$ cat src/pkg/eqs_pkg.sv
package eqs_pkg;

	// ----------------------------------------------------------------
	// bus geometry
	// ----------------------------------------------------------------
	localparam int ADDR_W = 10;
	localparam int DATA_W = 32;
	localparam int NQ     = 4;
	localparam int RSV_W  = 7;

	// ----------------------------------------------------------------
	// register indices (byte address = 4 * index)
	// ----------------------------------------------------------------
	localparam logic [7:0] IDX_GLOB  = 8'h05;
	localparam logic [7:0] IDX_STAT  = 8'h06;
	localparam logic [7:0] IDX_PMFC2 = 8'hAC;
	localparam logic [7:0] IDX_PMFC3 = 8'hAD;
	localparam logic [7:0] IDX_PMFC4 = 8'hAE;
	localparam logic [7:0] IDX_P1Q3  = 8'hAF;
	localparam logic [7:0] IDX_P1Q2  = 8'hB0;
	localparam logic [7:0] IDX_P1Q1  = 8'hB1;
	localparam logic [7:0] IDX_P1Q0  = 8'hB2;
	localparam logic [7:0] IDX_P2Q3  = 8'hB3;

	// ----------------------------------------------------------------
	// fields and reset values
	// ----------------------------------------------------------------
	localparam logic [7:0]       PMFC2_RST    = 8'h10;
	localparam logic [7:0]       PMFC3_RST    = 8'h08;
	localparam logic [7:0]       PMFC4_RST    = 8'h05;
	localparam int               SEL_BIT      = 7;
	localparam logic             SEL_RST      = 1'b1;
	localparam logic [RSV_W-1:0] RSV_Q3       = 7'h08;
	localparam logic [RSV_W-1:0] RSV_Q2       = 7'h04;
	localparam logic [RSV_W-1:0] RSV_Q1       = 7'h02;
	localparam logic [RSV_W-1:0] RSV_Q0       = 7'h01;
	localparam int               GLOB_WGT_BIT = 3;
	localparam int               GLOB_TWO_BIT = 0;
	localparam logic [7:0]       GLOB_RST     = 8'h00;
	localparam logic [NQ-1:0]    MASK_FOUR    = 4'hF;
	localparam logic [NQ-1:0]    MASK_TWO     = 4'h3;

	// ----------------------------------------------------------------
	// carriers
	// ----------------------------------------------------------------
	typedef struct packed {
		logic              read;
		logic              write;
		logic [ADDR_W-1:0] address;
		logic [DATA_W-1:0] writedata;
		logic [3:0]        byteenable;
	} eqs_avm_req_s;

	typedef struct packed {
		logic [DATA_W-1:0] readdata;
		logic              waitrequest;
	} eqs_avm_rsp_s;

	typedef struct packed {
		logic       valid;
		logic [1:0] queue;
	} eqs_grant_s;

endpackage

$ cat src/hdl/eqs_port_sched.sv
`timescale 1ns/1ps
module eqs_port_sched
	import eqs_pkg::*;
#(
	parameter int CW = 8
) (
	// clock and reset
	input  wire logic                      ref_clk,
	input  wire logic                      reset_n,
	// configuration
	input  wire logic                      weighted,
	input  wire logic                      two_q,
	input  wire logic [NQ-1:0][RSV_W-1:0]  weights,
	// queue side
	input  wire logic [NQ-1:0]             q_nonempty,
	input  wire logic                      slot,
	// decision
	output eqs_grant_s                     grant
);

	typedef struct packed {
		logic [NQ-1:0][CW-1:0] credit;
		eqs_grant_s            grant;
	} eqs_sched_s;

	eqs_sched_s state_ff;
	eqs_sched_s nxt_state;

	// ----------------------------------------------------------------
	// highest set bit of a queue mask
	// ----------------------------------------------------------------
	function automatic logic [2:0] eqs_top(input logic [NQ-1:0] m);
		logic [2:0] r;
		r = 3'h0;
		for (int i = 0; i < NQ; i++) begin
			if (m[i]) begin
				r = {1'b1, i[1:0]};
			end
		end
		return r;
	endfunction

	// ----------------------------------------------------------------
	// selection per transmit opportunity
	// ----------------------------------------------------------------
	always_comb begin
		logic [NQ-1:0] act;
		logic [NQ-1:0] rdy;
		logic [NQ-1:0] elig;
		logic [2:0]    pick;
		act  = two_q ? MASK_TWO : MASK_FOUR;
		rdy  = q_nonempty & act;
		pick = eqs_top(rdy);
		elig = '0;
		for (int i = 0; i < NQ; i++) begin
			elig[i] = rdy[i] && (state_ff.credit[i] != '0);
		end
		nxt_state = state_ff;
		nxt_state.grant.valid = 1'b0;
		if (!weighted) begin
			// strict priority
			// credits kept full so weighted mode starts a fresh round
			for (int i = 0; i < NQ; i++) begin
				nxt_state.credit[i] = CW'(weights[i]);
			end
		end else if (slot && elig != '0) begin
			pick = eqs_top(elig);
			nxt_state.credit[pick[1:0]] = state_ff.credit[pick[1:0]] - CW'(1);
		end else if (slot && rdy != '0) begin
			// round reload
			// two-queue mode uses the 2:1 weights of the low pair
			for (int i = 0; i < NQ; i++) begin
				nxt_state.credit[i] = CW'(weights[i]);
			end
			nxt_state.credit[pick[1:0]] = CW'(weights[pick[1:0]]) - CW'(1);
		end
		if (slot && pick[2]) begin
			nxt_state.grant.valid = 1'b1;
			nxt_state.grant.queue = pick[1:0];
		end
	end

	// ----------------------------------------------------------------
	// state register
	// ----------------------------------------------------------------
	always_ff @(posedge ref_clk or negedge reset_n) begin
		if (!reset_n) begin
			state_ff <= '0;
		end else begin
			state_ff <= nxt_state;
		end
	end

	assign grant = state_ff.grant;

endmodule

$ cat src/hdl/eqs_top.sv
`timescale 1ns/1ps
// Overview of operation
// - Each port-1 queue and port-2 queue 3 has its own split register: select in bit 7, read-only field in 6..0.
// - All selects clear and global bit 3 clear gives strict highest-queue-first service.
// - With global bit 0 clear, all four selects set gives weighted 8:4:2:1 service from queue 3 down to queue 0.
// - Selects reset to one; read-only fields read 8, 4, 2 and 1 for queues 3 to 0.
// - Flow-control select registers for modes 2, 3, 4 are read-only at 0x10, 0x08, 0x05.
module eqs_top
	import eqs_pkg::*;
(
	// clock and reset
	input  wire logic          ref_clk,
	input  wire logic          reset_n,
	// avalon-mm slave
	input  eqs_avm_req_s       avs_req,
	output eqs_avm_rsp_s       avs_rsp,
	// port 1 egress queues
	input  wire logic [NQ-1:0] p1_q_nonempty,
	input  wire logic          p1_tx_slot,
	output eqs_grant_s         p1_grant
);

	typedef struct packed {
		logic [NQ-1:0] p1_sel;
		logic          p2q3_sel;
		logic [7:0]    glob;
		logic [1:0]    last_q;
		eqs_avm_rsp_s  rsp;
	} eqs_top_s;

	eqs_top_s state_ff;
	eqs_top_s nxt_state;

	logic                     weighted;
	logic                     two_q;
	logic [NQ-1:0]            rel;
	logic [NQ-1:0][RSV_W-1:0] weights;
	eqs_grant_s               grant;

	// ----------------------------------------------------------------
	// scheduling mode for port 1
	// ----------------------------------------------------------------
	// fixed weight fields
	assign weights  = {RSV_Q3, RSV_Q2, RSV_Q1, RSV_Q0};
	assign two_q    = state_ff.glob[GLOB_TWO_BIT];
	assign rel      = two_q ? MASK_TWO : MASK_FOUR;
	// strict when any relevant select and the global bit are clear
	// mixed selects with bit 3 clear fall back to strict service
	assign weighted = ((state_ff.p1_sel & rel) == rel) || state_ff.glob[GLOB_WGT_BIT];

	eqs_port_sched #(
		.CW (8)
	) u_p1_sched (
		.ref_clk    (ref_clk),
		.reset_n    (reset_n),
		.weighted   (weighted),
		.two_q      (two_q),
		.weights    (weights),
		.q_nonempty (p1_q_nonempty),
		.slot       (p1_tx_slot),
		.grant      (grant)
	);

	// ----------------------------------------------------------------
	// split register read value
	// ----------------------------------------------------------------
	function automatic logic [7:0] eqs_split(input logic sel, input logic [RSV_W-1:0] rsv);
		return {sel, rsv};
	endfunction

	// ----------------------------------------------------------------
	// register file and bus handshake
	// ----------------------------------------------------------------
	always_comb begin
		logic [7:0] idx;
		logic [7:0] rd;
		logic       wr_go;
		idx   = avs_req.address[ADDR_W-1:2];
		rd    = 8'h00;
		wr_go = 1'b0;
		nxt_state = state_ff;
		if (grant.valid) begin
			nxt_state.last_q = grant.queue;
		end
		case (idx)
			IDX_GLOB:  rd = state_ff.glob;
			IDX_STAT:  rd = {5'h00, weighted, state_ff.last_q};
			IDX_PMFC2: rd = PMFC2_RST;
			IDX_PMFC3: rd = PMFC3_RST;
			IDX_PMFC4: rd = PMFC4_RST;
			IDX_P1Q3:  rd = eqs_split(state_ff.p1_sel[3], RSV_Q3);
			IDX_P1Q2:  rd = eqs_split(state_ff.p1_sel[2], RSV_Q2);
			IDX_P1Q1:  rd = eqs_split(state_ff.p1_sel[1], RSV_Q1);
			IDX_P1Q0:  rd = eqs_split(state_ff.p1_sel[0], RSV_Q0);
			IDX_P2Q3:  rd = eqs_split(state_ff.p2q3_sel, RSV_Q3);
			default:   rd = 8'h00;
		endcase
		// two-cycle access: data loaded and waitrequest dropped together, for one cycle
		if ((avs_req.read || avs_req.write) && state_ff.rsp.waitrequest) begin
			nxt_state.rsp.waitrequest = 1'b0;
			nxt_state.rsp.readdata    = {24'h000000, rd};
		end else begin
			nxt_state.rsp.waitrequest = 1'b1;
			wr_go = avs_req.write && !state_ff.rsp.waitrequest && avs_req.byteenable[0];
		end
		if (wr_go) begin
			case (idx)
				IDX_GLOB: nxt_state.glob        = avs_req.writedata[7:0];
				IDX_P1Q3: nxt_state.p1_sel[3]   = avs_req.writedata[SEL_BIT];
				IDX_P1Q2: nxt_state.p1_sel[2]   = avs_req.writedata[SEL_BIT];
				IDX_P1Q1: nxt_state.p1_sel[1]   = avs_req.writedata[SEL_BIT];
				IDX_P1Q0: nxt_state.p1_sel[0]   = avs_req.writedata[SEL_BIT];
				IDX_P2Q3: nxt_state.p2q3_sel    = avs_req.writedata[SEL_BIT];
				default:  nxt_state.glob        = state_ff.glob;
			endcase
		end
	end

	// ----------------------------------------------------------------
	// state register
	// ----------------------------------------------------------------
	always_ff @(posedge ref_clk or negedge reset_n) begin
		if (!reset_n) begin
			state_ff.p1_sel          <= {NQ{SEL_RST}};
			state_ff.p2q3_sel        <= SEL_RST;
			state_ff.glob            <= GLOB_RST;
			state_ff.last_q          <= 2'h0;
			state_ff.rsp.readdata    <= '0;
			state_ff.rsp.waitrequest <= 1'b1;
		end else begin
			state_ff <= nxt_state;
		end
	end

	assign avs_rsp  = state_ff.rsp;
	assign p1_grant = grant;

endmodule

$ cat config.mk
export PLATFORM = sky130hd
export DESIGN_NAME = eqs_top
export DESIGN_NICKNAME = d
export VERILOG_FILES = /design/src/pkg/eqs_pkg.sv /design/src/hdl/eqs_port_sched.sv /design/src/hdl/eqs_top.sv
export SDC_FILE = /design/constraint.sdc
export NUM_CORES = 1
export LEC_CHECK = 0
export ABC_AREA = 1
export BUFFER_PORTS_ARGS = -buffer_cell sky130_fd_sc_hd__buf_4
export CELL_PAD_IN_SITES_DETAIL_PLACEMENT = 1
export CELL_PAD_IN_SITES_GLOBAL_PLACEMENT = 1
export CORE_ASPECT_RATIO = 0.8
export CORE_UTILIZATION = 30
export CTS_BUF_LIST = sky130_fd_sc_hd__clkbuf_16
export DETAILED_ROUTE_END_ITERATION = 16
export HOLD_SLACK_MARGIN = 0.08
export PLACE_DENSITY_LB_ADDON = 0.1
export SYNTH_ARGS = -nofsm -noshare
export SYNTH_HDL_FRONTEND = slang
export SYNTH_SLANG_ARGS = --single-unit
export TNS_END_PERCENT = 5
$ cat constraint.sdc
create_clock -name ref_clk -period 2.4 [get_ports ref_clk]
set_clock_uncertainty 0.05 [all_clocks]
set_input_delay 0.48 -clock ref_clk [delete_from_list [all_inputs] [get_ports ref_clk]]
set_output_delay 0.48 -clock ref_clk [all_outputs]
set_load 0.03 [all_outputs]
## Word level (Yosys, flattened, before mapping)

Cells that the tools add are included.

- Register bits: 59
- Bits of input ports: 55
- Output and inout port bits: 36
- Logic and storage cells: 94

- $add $sub $neg: 2
- $lt $le $gt $ge: 4
- Equality and inequality tests: 12
- Muxes and demuxes: 29
- Bitwise gates (word level): 5
- Reduce and logical (&&, ||, !) cells: 27

Operators with widths:

| cell | number |
|---|---|
| 2-to-1 mux 32 bit | 3 |
| case mux 8 bit (10 select lines) | 1 |
| equality test 8 bit, second input constant | 8 |
| 2-to-1 mux 3 bit | 13 |
| bitwise mux 32 bit | 1 |
| demux 8 bit (select 2 bit) | 2 |
| nonzero test 8 bit | 4 |
| AND 28 bit | 1 |
| 2-to-1 mux 8 bit | 3 |
| binary-select mux 8 bit (select 2 bit) | 1 |
| equality test 8 x 3 -> 1 bit, second input constant | 2 |
| binary-select mux 7 bit (select 2 bit) | 1 |
| logical AND 1 bit | 12 |
| AND reduction 2 bit | 6 |
| AND 4 bit | 2 |
| nonzero test 4 bit | 2 |
| subtractor 7 x 1 -> 8 bit, second input constant | 1 |
| subtractor 8 x 1 -> 8 bit, second input constant | 1 |
| 2-to-1 mux 7 bit | 1 |
| less-than comparator 2 x 3 -> 1 bit, second input constant | 2 |
| equality test 4 bit | 1 |
| greater-or-equal comparator 2 x 1 -> 1 bit, second input constant | 2 |
| 2-to-1 mux 4 bit | 1 |
| NOT 4 bit | 1 |
| other kinds (5) | 7 |

## Depth between registers and ports, before layout

Gate-level depths: netlist of run 1.

- Depth after elaboration: 16
- Gate-level depth with buffers: 15
- Gate-level depth less buffers: 15

## Hierarchy

Synthesis of run 1 repeated with hierarchy kept, for this count alone.

- Cells, all modules: 754
- Area total of the unflattened synthesis: 4941.0 um2

By module, submodules not included:

| module | times used | cells each | area an instance (um2) | sequential area each (um2) |
|---|---|---|---|---|
| eqs_port_sched | 1 | 553 | 3370.7 | 875.8 |
| eqs_top | 1 | 201 | 1570.3 | 608.1 |

## Least setup slack after synthesis of run 1

OpenSTA, ideal clock, no wires.

- Path type: input port to flip-flop
- From: input p1_q_nonempty[3]
- To: register u_p1_sched.state_ff[17] in the netlist's numbering
- Setup time: 0.118 ns
- Data arrival time: 2.000 ns
- Slack: 0.233 ns
- Stages on the path: 14
- Path buffers: 0
- Cell sequence: inv_1 nor2_4 inv_2 nor2_8 nor2_2 nand2_1 nand3_2 nor2_2 ha_1 nand2_1 nor2_2 nand3b_1 nand3_1 nand2_1

- Word-level cells in the longest chain between the ends: 12
- Elaborated cells between the ends (all ways): 32
- Classes of those cells: 2 x add/sub; 4 x order compare; 1 x eq/ne; 16 x mux; 2 x bitwise; 7 x reduce/logical

RTL lines:

| item | RTL line | text |
|---|---|---|
| start: declaration | eqs_top.sv:18 | `input wire logic [NQ-1:0] p1_q_nonempty,` |
| AND 4 bit * | eqs_port_sched.sv:52 | `rdy = q_nonempty & act;` |
| parallel branches: the longest is 11 deep, another holds subtractor 8 x 1 -> 8 bit | n/a |  |
| end signal: assignment | eqs_port_sched.sv:90 | `state_ff <= nxt_state;` |
| end: declaration | eqs_port_sched.sv:26 | `eqs_sched_s state_ff;` |

Every way passes the cells marked *. The select of a mux whose other input is x is not followed.
A chain may end at the register's enable or synchronous reset.

## Worst setup path after layout of run 1

- From: register state_ff[35] in the netlist's numbering
- To: register u_p1_sched.state_ff[11] in the netlist's numbering

- Word-level cells in the longest chain between the ends: 14
- Elaborated cells between the ends (all ways): 39
- Classes of those cells: 2 x add/sub; 4 x order compare; 2 x eq/ne; 19 x mux; 3 x bitwise; 9 x reduce/logical

RTL lines:

| item | RTL line | text |
|---|---|---|
| start: declaration | eqs_top.sv:31 | `eqs_top_s state_ff;` |
| start signal: assignment | eqs_top.sv:131 | `state_ff <= nxt_state;` |
| 2-to-1 mux 4 bit * | eqs_port_sched.sv:51, eqs_top.sv:46 |  |
| parallel branches: the longest is 13 deep, another holds subtractor 8 x 1 -> 8 bit | n/a |  |

Marked as above.

==> key figures, run 1 <==
Synthesis
  • Main flop type after synthesis: dfrtp_1
  • Distinct cells, synth: 40
  • Cells after synthesis: 491
  • Post-synthesis average cell area: 7.678 sq um
  • Yosys reg bits: 59
  • Post-synth EDFFs: 0
  • Seq/Total Area, Yosys: 39.36%
  • Async set-or-reset flop fraction in the synthesized netlist: 100.0%
  • Warnings from Yosys: 0
  • Mapped Area: 0.003770 sq mm

Power
  • Pwr dens: 576.1 mW/mm^2
  • LEAKAGE: about 0.0023 uW
  • Total Power: 2620 uW
  • Worst VDD drop: 0.0002906 V

Timing
  • Relative max-transition margin: 46.61%
  • Slew Viols, Final: 0
  • Final Hold Viols: 0
  • RSZ-0062 raised after global routing: true
  • Slew @ Worst Pin: 0.8008 ns
  • Final setup fails: 0
  • Final Critical Period: between 2 and 2.5 ns
  • Fin crit share: 93.68%
  • Fmax: approximately 440 MHz

Clock network
  • Clock buffer depth: 2
  • CTS tree: yes
  • H-tree depth: 3
  • Num CTS Buffers: 9
  • Later-pin clock latency in the skew report: approximately 0.34 ns
  • Sinks on Clock Net: 59
  • Clk slew on worst S/H paths: about 0.06 ns
  • Root Buffer: clkbuf_16

Detailed routing
  • M1 WL: 6121 um
  • Residual DRC: 0
  • Met3 routed WL: 512 um
  • Highest metal used: met4
  • ANT nets after route: 0
  • Routed via count: 3303
  • DRT iter0 DRCs: 164
  • Final wirelength: 11300 um
  • Wire length on met2: 4549 um
  • Pre-antenna DRT Iters: 4
  • Drt wl/cell: 15.74 um
  • Via-to-Cell Ratio: 4.600

Critical path
  • Crit-path max FO: 9
  • R2r startpoint: state_ff[35]$_DFFE_PN0P_
  • Crit end category: register
  • Reg2Reg Depth: 13
  • R2r endpoint: u_p1_sched.state_ff[11]$_DFFE_PN0P_
  • WS Path Type: reg -> reg
  • CP startpoint kind: register
  • Arr. time, crit path: 2.42 ns
  • Worst EP required: about 2.6 ns
  • R2r setup slk: about 0.15 ns

Outcome
  • Status: finished, final reports clean

Global routing
  • GRT Residual Overflow: 0
  • Largest net degree at the start of global routing: 60
  • Initial antenna violation count: 0
  • First-pass GRT wire length: around 18000 um
  • Vias in the first global route: 3342
  • Tot GR Track Use: 18.91%

Layout
  • Fin nets: 598
  • FILL cells: 1511
  • Multi-input logic area: 0.001942 sq mm
  • Layout area overhead: 20.64%
  • Fin util: 37.26%
  • ANT cells: 0
  • Share of cells above drive strength 1: 27.06%
  • FF+latch area: approximately 0.0015 sq mm

Placement
  • Port-buffer cells: 37
  • Routability Congestion: 0.8460
  • Detailed placement HPWL: slightly below 9000 um

Worst hold path
  • Worst hold path class: in -> async

Floorplan
  • Chip Width: 127.3 um
  • I/O pins: 91
  • Row count: 36
  • Initial core utilization: between 30% and 40%
  • Die H: 102.3 um
  • Die ar.: approximately 0.013 sq mm
  • CORE AREA: around 0.012 sq mm

Job
  • Max-Cap Viols: 0
-- through the flow --
stage	setup slack, ns	area (sq um)	cells	hold WS, ns	TNS [ns]
floorplan	0.2327	3856	514	0.1344	0
global placement	0.01564	4174	699	0.4181	0
detailed placement	-0.01957	4174	699	0.4206	-0.03465
CTS	0.04829	4476	715	0.2172	0
global route	-0.02621	4548	718	0.2384	-0.1044
finish	0.1516	4548	718	0.1772	0
-- flip-flops by register name, indices dropped and copies added (netlist names) --
name,count
state_ff,15
u_p1_sched.state_ff,32
avs_rsp,9
u_p1_sched.grant,3
-- worst max-delay path by stage --
| stage | from | end | slack, ns | cells past startpoint |
|---|---|---|---|---|
| global route | u_p1_sched.state_ff[34]$_DFFE_PN0P_ | u_p1_sched.state_ff[29]$_DFFE_PN0P_ | -0.03 | 14 |
| detailed placement | p1_q_nonempty[3] | u_p1_sched.state_ff[33]$_DFFE_PN0P_ | -0.02 | 15 |
| global placement | p1_q_nonempty[3] | u_p1_sched.state_ff[33]$_DFFE_PN0P_ | 0.02 | 15 |
| CTS | state_ff[35]$_DFFE_PN0P_ | u_p1_sched.state_ff[33]$_DFFE_PN0P_ | 0.05 | 13 |
| finish | state_ff[35]$_DFFE_PN0P_ | u_p1_sched.state_ff[11]$_DFFE_PN0P_ | 0.15 | 13 |
| floorplan | p1_q_nonempty[3] | u_p1_sched.state_ff[17]$_DFFE_PN0P_ | 0.23 | 14 |
-- critical path, cell delays in order, from the launching register on --
cell     delay [ns]
dfrtp_1        0.41
inv_2          0.11
nand2_2        0.12
nor2_4         0.26
nor2_8         0.09
buf_6          0.14
nand2_4        0.09
o21ai_4        0.11
nor2_8         0.18
inv_2          0.10
o21ai_4        0.29
inv_2          0.06
nand3_1        0.07
nand2_1        0.05
-- Yosys cell counts, types with 4 or more instances --
cell type | n | area [sq um]
nand4_1 | 7 | 43.79
o21ai_4 | 4 | 65.06
nand2_1 | 138 | 518.0
nor2_4 | 5 | 56.30
buf_4 | 36 | 270.3
mux2_2 | 6 | 67.56
nand2_2 | 6 | 37.54
nand2_4 | 4 | 45.04
dfstp_2 | 6 | 157.7
inv_1 | 38 | 142.6
inv_2 | 10 | 37.54
nor2_2 | 11 | 68.82
dfrtp_1 | 53 | 1326
nor3_1 | 7 | 35.03
nand3_2 | 5 | 50.05
a21oi_1 | 10 | 50.05
nand3_1 | 44 | 220.2
o21ai_0 | 25 | 125.1
o21ai_1 | 4 | 20.02
nor2_1 | 40 | 150.1
-- area by class of cell --
| cell class | instances | share of cell area (%) |
|---|---|---|
| Clock buffer | 9 | 4.952 |
| Clock inverter | 7 | 1.678 |
| Inverter | 48 | 4.017 |
| Multi-Input combinational cell | 368 | 42.70 |
| Sequential cell | 59 | 32.63 |
| Tap cell | 171 | 4.704 |
| Timing Repair Buffer | 56 | 9.326 |
-- where the power goes --
group / internal, uW / switching, uW / total [uW]
clock: 809 / 502 / 1310
sequential: 1010 / 13.2 / 1030
combinational: 82.3 / 199 / 281
total: 1910 / 714 / 2620
-- timing repair --
| action | in CTS | in global routing |
|---|---|---|
| resized for setup | 0 | 14 |
| buffers inserted | 0 | 2 |
| endpoints found under the setup margin | 0 | 30 |
| hold buffers | 0 | 0 |
-- cells in the final DEF, fill, tap and decap left out, drive strengths merged --
cell / instances
o41ai: 1
o22ai: 3
dfstp: 6
buf: 56
a22oi: 1
o211ai: 2
nor4: 3
o21ai: 37
nand2: 148
nand4: 7
o31ai: 1
bufinv: 1
nand3: 49
clkbuf: 9
clkinvlp: 2
a211oi: 1
ha: 1
inv: 50
nand3b: 1
or2: 2
clkinv: 2
a31oi: 1
conb: 24
a21oi: 11
dfrtp: 53
nor3: 7
mux2: 6
o21bai: 1
nor2: 59
a22o: 2
-- metal layers --
layer	global-route usage, %	vias up
li1	-	1651
met1	28.86	1577
met2	26.10	68
met3	3.770	7
met4	6.319	0
met5	0	-
-- kinds of logic after synthesis --
group           Yosys count  synth area share, %
simple gates            276                35.11
buf+inv                  88                12.78
compound gates           60                10.52
flops                    59                39.36
mux                       6                1.792
fa+ha+maj                 1               0.3318
other cells               1              0.09947
Note: power is estimated with default switching activity, not from simulation.
==> run 2, diff against run 1 <==
==> constraint.sdc (replaced) <==
create_clock -name ref_clk -period 2.75 [get_ports ref_clk]
set_clock_uncertainty 0.05 [all_clocks]
set_input_delay 0.55 -clock ref_clk [delete_from_list [all_inputs] [get_ports ref_clk]]
set_output_delay 0.55 -clock ref_clk [all_outputs]
set_load 0.03 [all_outputs]
==> run 2 against run 1 <==
Clock power fell by 8%. Final cell count fell by 0.97%. Register-to-register slack improved by 0.14 ns. Via count fell by 1.6%. Die area did not move. Critical path type unchanged. Highest routed layer unchanged.
==> key figures, run 2 (synthesis gave the netlist of run 1 again) <==
Layout
  • ANT cells: 0 (unchanged)
  • Fin nets: 591 (-1.2%)
  • Layout area overhead: 18.35%
  • FILL cells: 1515 (+0.26%)
  • Largest register FFs: 32 (unchanged)
  • Share of cells above drive strength 1: 24.07% (-3.0 points)
  • Reg with most FFs: u_p1_sched.state_ff
  • Most frequent cells in the layout: nand2_1 (138), dfrtp_1 (53), buf_4 (50)
  • Layout Cells excl Fill: 711 (-0.97%)
  • Leading cell type in the layout, fill and taps excluded: nand2_1

Outcome
  • Status: finished, final reports clean

Placement
  • Detailed placement HPWL: 8772 um (-1.1%)
  • Port-buffer cells: 37 (unchanged)
  • DP Cell Count: 695 (-0.57%)
  • Pre-CTS setup slack: 0.1215 ns (+0.1411 ns)
  • Routability Congestion: 0.8429 (-0.37%)

Timing
  • Slew @ Worst Pin: 0.8043 ns (+0.003427 ns)
  • Fin worst setup slack: 0.2882 ns (+0.1366 ns)
  • Final Critical Period: 2.462 ns (+0.2134 ns)
  • Hold_ws: 0.2431 ns (+0.06589 ns)
  • Fin crit share: 89.52% (-4.2 points)
  • Relative max-transition margin: 46.38% (-0.23 points)
  • RSZ-0062 raised after global routing: false
  • Final setup fails: 0 (unchanged)
  • Slew Viols, Final: 0 (unchanged)
  • Fmax: 406.2 MHz (-8.7%)
  • Final Hold Viols: 0 (unchanged)
  • Fin Setup TNS: 0 ns (unchanged)

Detailed routing
  • Drt wl/cell: 15.68 um (-0.41%)
  • Residual DRC: 0 (unchanged)
  • Final wirelength: 11150 um (-1.4%)
  • Pre-antenna DRT Iters: 4 (unchanged)
  • ANT nets after route: 0 (unchanged)
  • Via-to-Cell Ratio: 4.570 (-0.67%)
  • DRT iter0 DRCs: 151 (-7.9%)
  • Routed via count: 3249 (-1.6%)

Power
  • Pwr dens: 523.6 mW/mm^2 (-9.1%)
  • Worst VDD drop: 0.0002834 V (-2.5%)
  • LEAKAGE: 0.002235 uW (-1.2%)

Global routing
  • Largest net degree at the start of global routing: 60 (unchanged)
  • Met2 Track Usage GR: 27.20% (+1.1 points)
  • Vias in the first global route: 3352 (+0.30%)
  • GRT Residual Overflow: 0 (unchanged)
  • First-pass GRT wire length: 18230 um (-1.0%)
  • GR Util met3: 3.298% (-0.47 points)
  • Initial antenna violation count: 0 (unchanged)
  • GR peak layer: met1
  • Met1 usage: 28.09% (-0.77 points)
  • Tot GR Track Use: 18.71% (-0.20 points)

Clock network
  • CTS hold repair buffers: 0 (unchanged)
  • Postcts setup bufs: 0 (unchanged)
  • Sinks on Clock Net: 59 (unchanged)
  • Later-pin clock latency in the skew report: 0.33 ns (about the same)
  • Root Buffer: clkbuf_16
  • Num CTS Buffers: 9 (unchanged)
  • Clock buffer depth: 2 (unchanged)
  • Cts repair resizes: 0 (unchanged)
  • H-tree depth: 3 (unchanged)
  • CTS tree: yes
  • Clk slew on worst S/H paths: 0.05 ns (about the same)

Critical path
  • WS Path Type: reg -> reg
  • Crit-path max FO: 12 (+3)
  • CP startpoint kind: register
  • Worst EP required: 2.92 ns (+0.35 ns)
  • Crit end category: register
  • Arr. time, crit path: 2.63 ns (+0.21 ns)

Floorplan
  • Die H: 102.3 um (unchanged)
  • Row count: 36 (unchanged)
  • Die ar.: 0.01302 sq mm (unchanged)
  • I/O pins: 91 (unchanged)
  • Initial core utilization: 30.88% (unchanged)
  • Chip Width: 127.3 um (unchanged)
  • CORE AREA: 0.01221 sq mm (unchanged)

Job
  • Max-Cap Viols: 0 (unchanged)

Worst hold path
  • Worst hold path class: in -> async
==> run 2: cell count changes in the layout (fill, tap and decap cells not counted), sizes merged <==
cell	change
o21ai	-1
clkinv	+1
inv	-2
buf	-6
bufinv	+1
==> run 2: critical path, cell delays in order, from the launching register on <==
cell and delay [ns]:
dfrtp_1 0.40, nor2_1 0.15, nand2_2 0.12, o21ai_4 0.45, nand3_1 0.13, nand2_1 0.15
nor2_2 0.06, ha_1 0.22, or2_1 0.25, nand2_1 0.09, o21ai_0 0.12, nand2_1 0.10
nand2_1 0.05
==> run 2: cell type report <==
| cell class | count | area [sq um] | share of cell area [%] |
|---|---|---|---|
| clock buffer | 9 | 225.2 | 5.048 |
| inverter | 48 | 180.2 | 4.038 |
| clock inverter | 7 | 92.59 | 2.075 |
| multi-input combinational | 367 | 1891 | 42.37 |
| tap | 171 | 214.0 | 4.795 |
| sequential | 59 | 1484 | 33.26 |
| timing repair buffer | 50 | 375.4 | 8.413 |
==> run 2: stage by stage <==
| stage | total power (uW) | instance area [sq um] | util, % |
|---|---|---|---|
| after floorplan | 1085 | 3856 | - |
| after global placement | 1147 | 4144 | 33.95 |
| after detailed placement | 1150 | 4144 | 33.95 |
| after CTS | 2374 | 4462 | 36.55 |
| after global routing | 2433 | 4462 | 36.55 |
| final | 2336 | 4462 | 36.55 |
==> run 2: final timing paths <==
check,from,end,slack [ns],depth (start not counted)
worst min register to register,avs_rsp[2]$_DFFE_PN0P_,avs_rsp[2]$_DFFE_PN0P_,0.43,2
worst max-delay path,u_p1_sched.state_ff[34]$_DFFE_PN0P_,u_p1_sched.state_ff[29]$_DFFE_PN0P_,0.29,12
worst max register to register,u_p1_sched.state_ff[34]$_DFFE_PN0P_,u_p1_sched.state_ff[29]$_DFFE_PN0P_,0.29,12
min in group ref_clk,avs_req[7],state_ff[38]$_DFFE_PN0P_,0.40,2
worst min-delay path,reset_n,u_p1_sched.state_ff[34]$_DFFE_PN0P_,0.24,1
max in group asynchronous,reset_n,u_p1_sched.state_ff[10]$_DFFE_PN0P_,1.86,1
==> run 2: metal layers <==
metal / up-vias / part of all wire (%)
met5: - / 0
met4: 0 / 1.0
met3: 8 / 4.7
met2: 66 / 41
met1: 1550 / 53
li1: 1625 / -
==> run 2: report_power, final <==
part	internal (uW)	switching (uW)
Clock	789	413
Combinational	67.9	170
Sequential	885	10.7
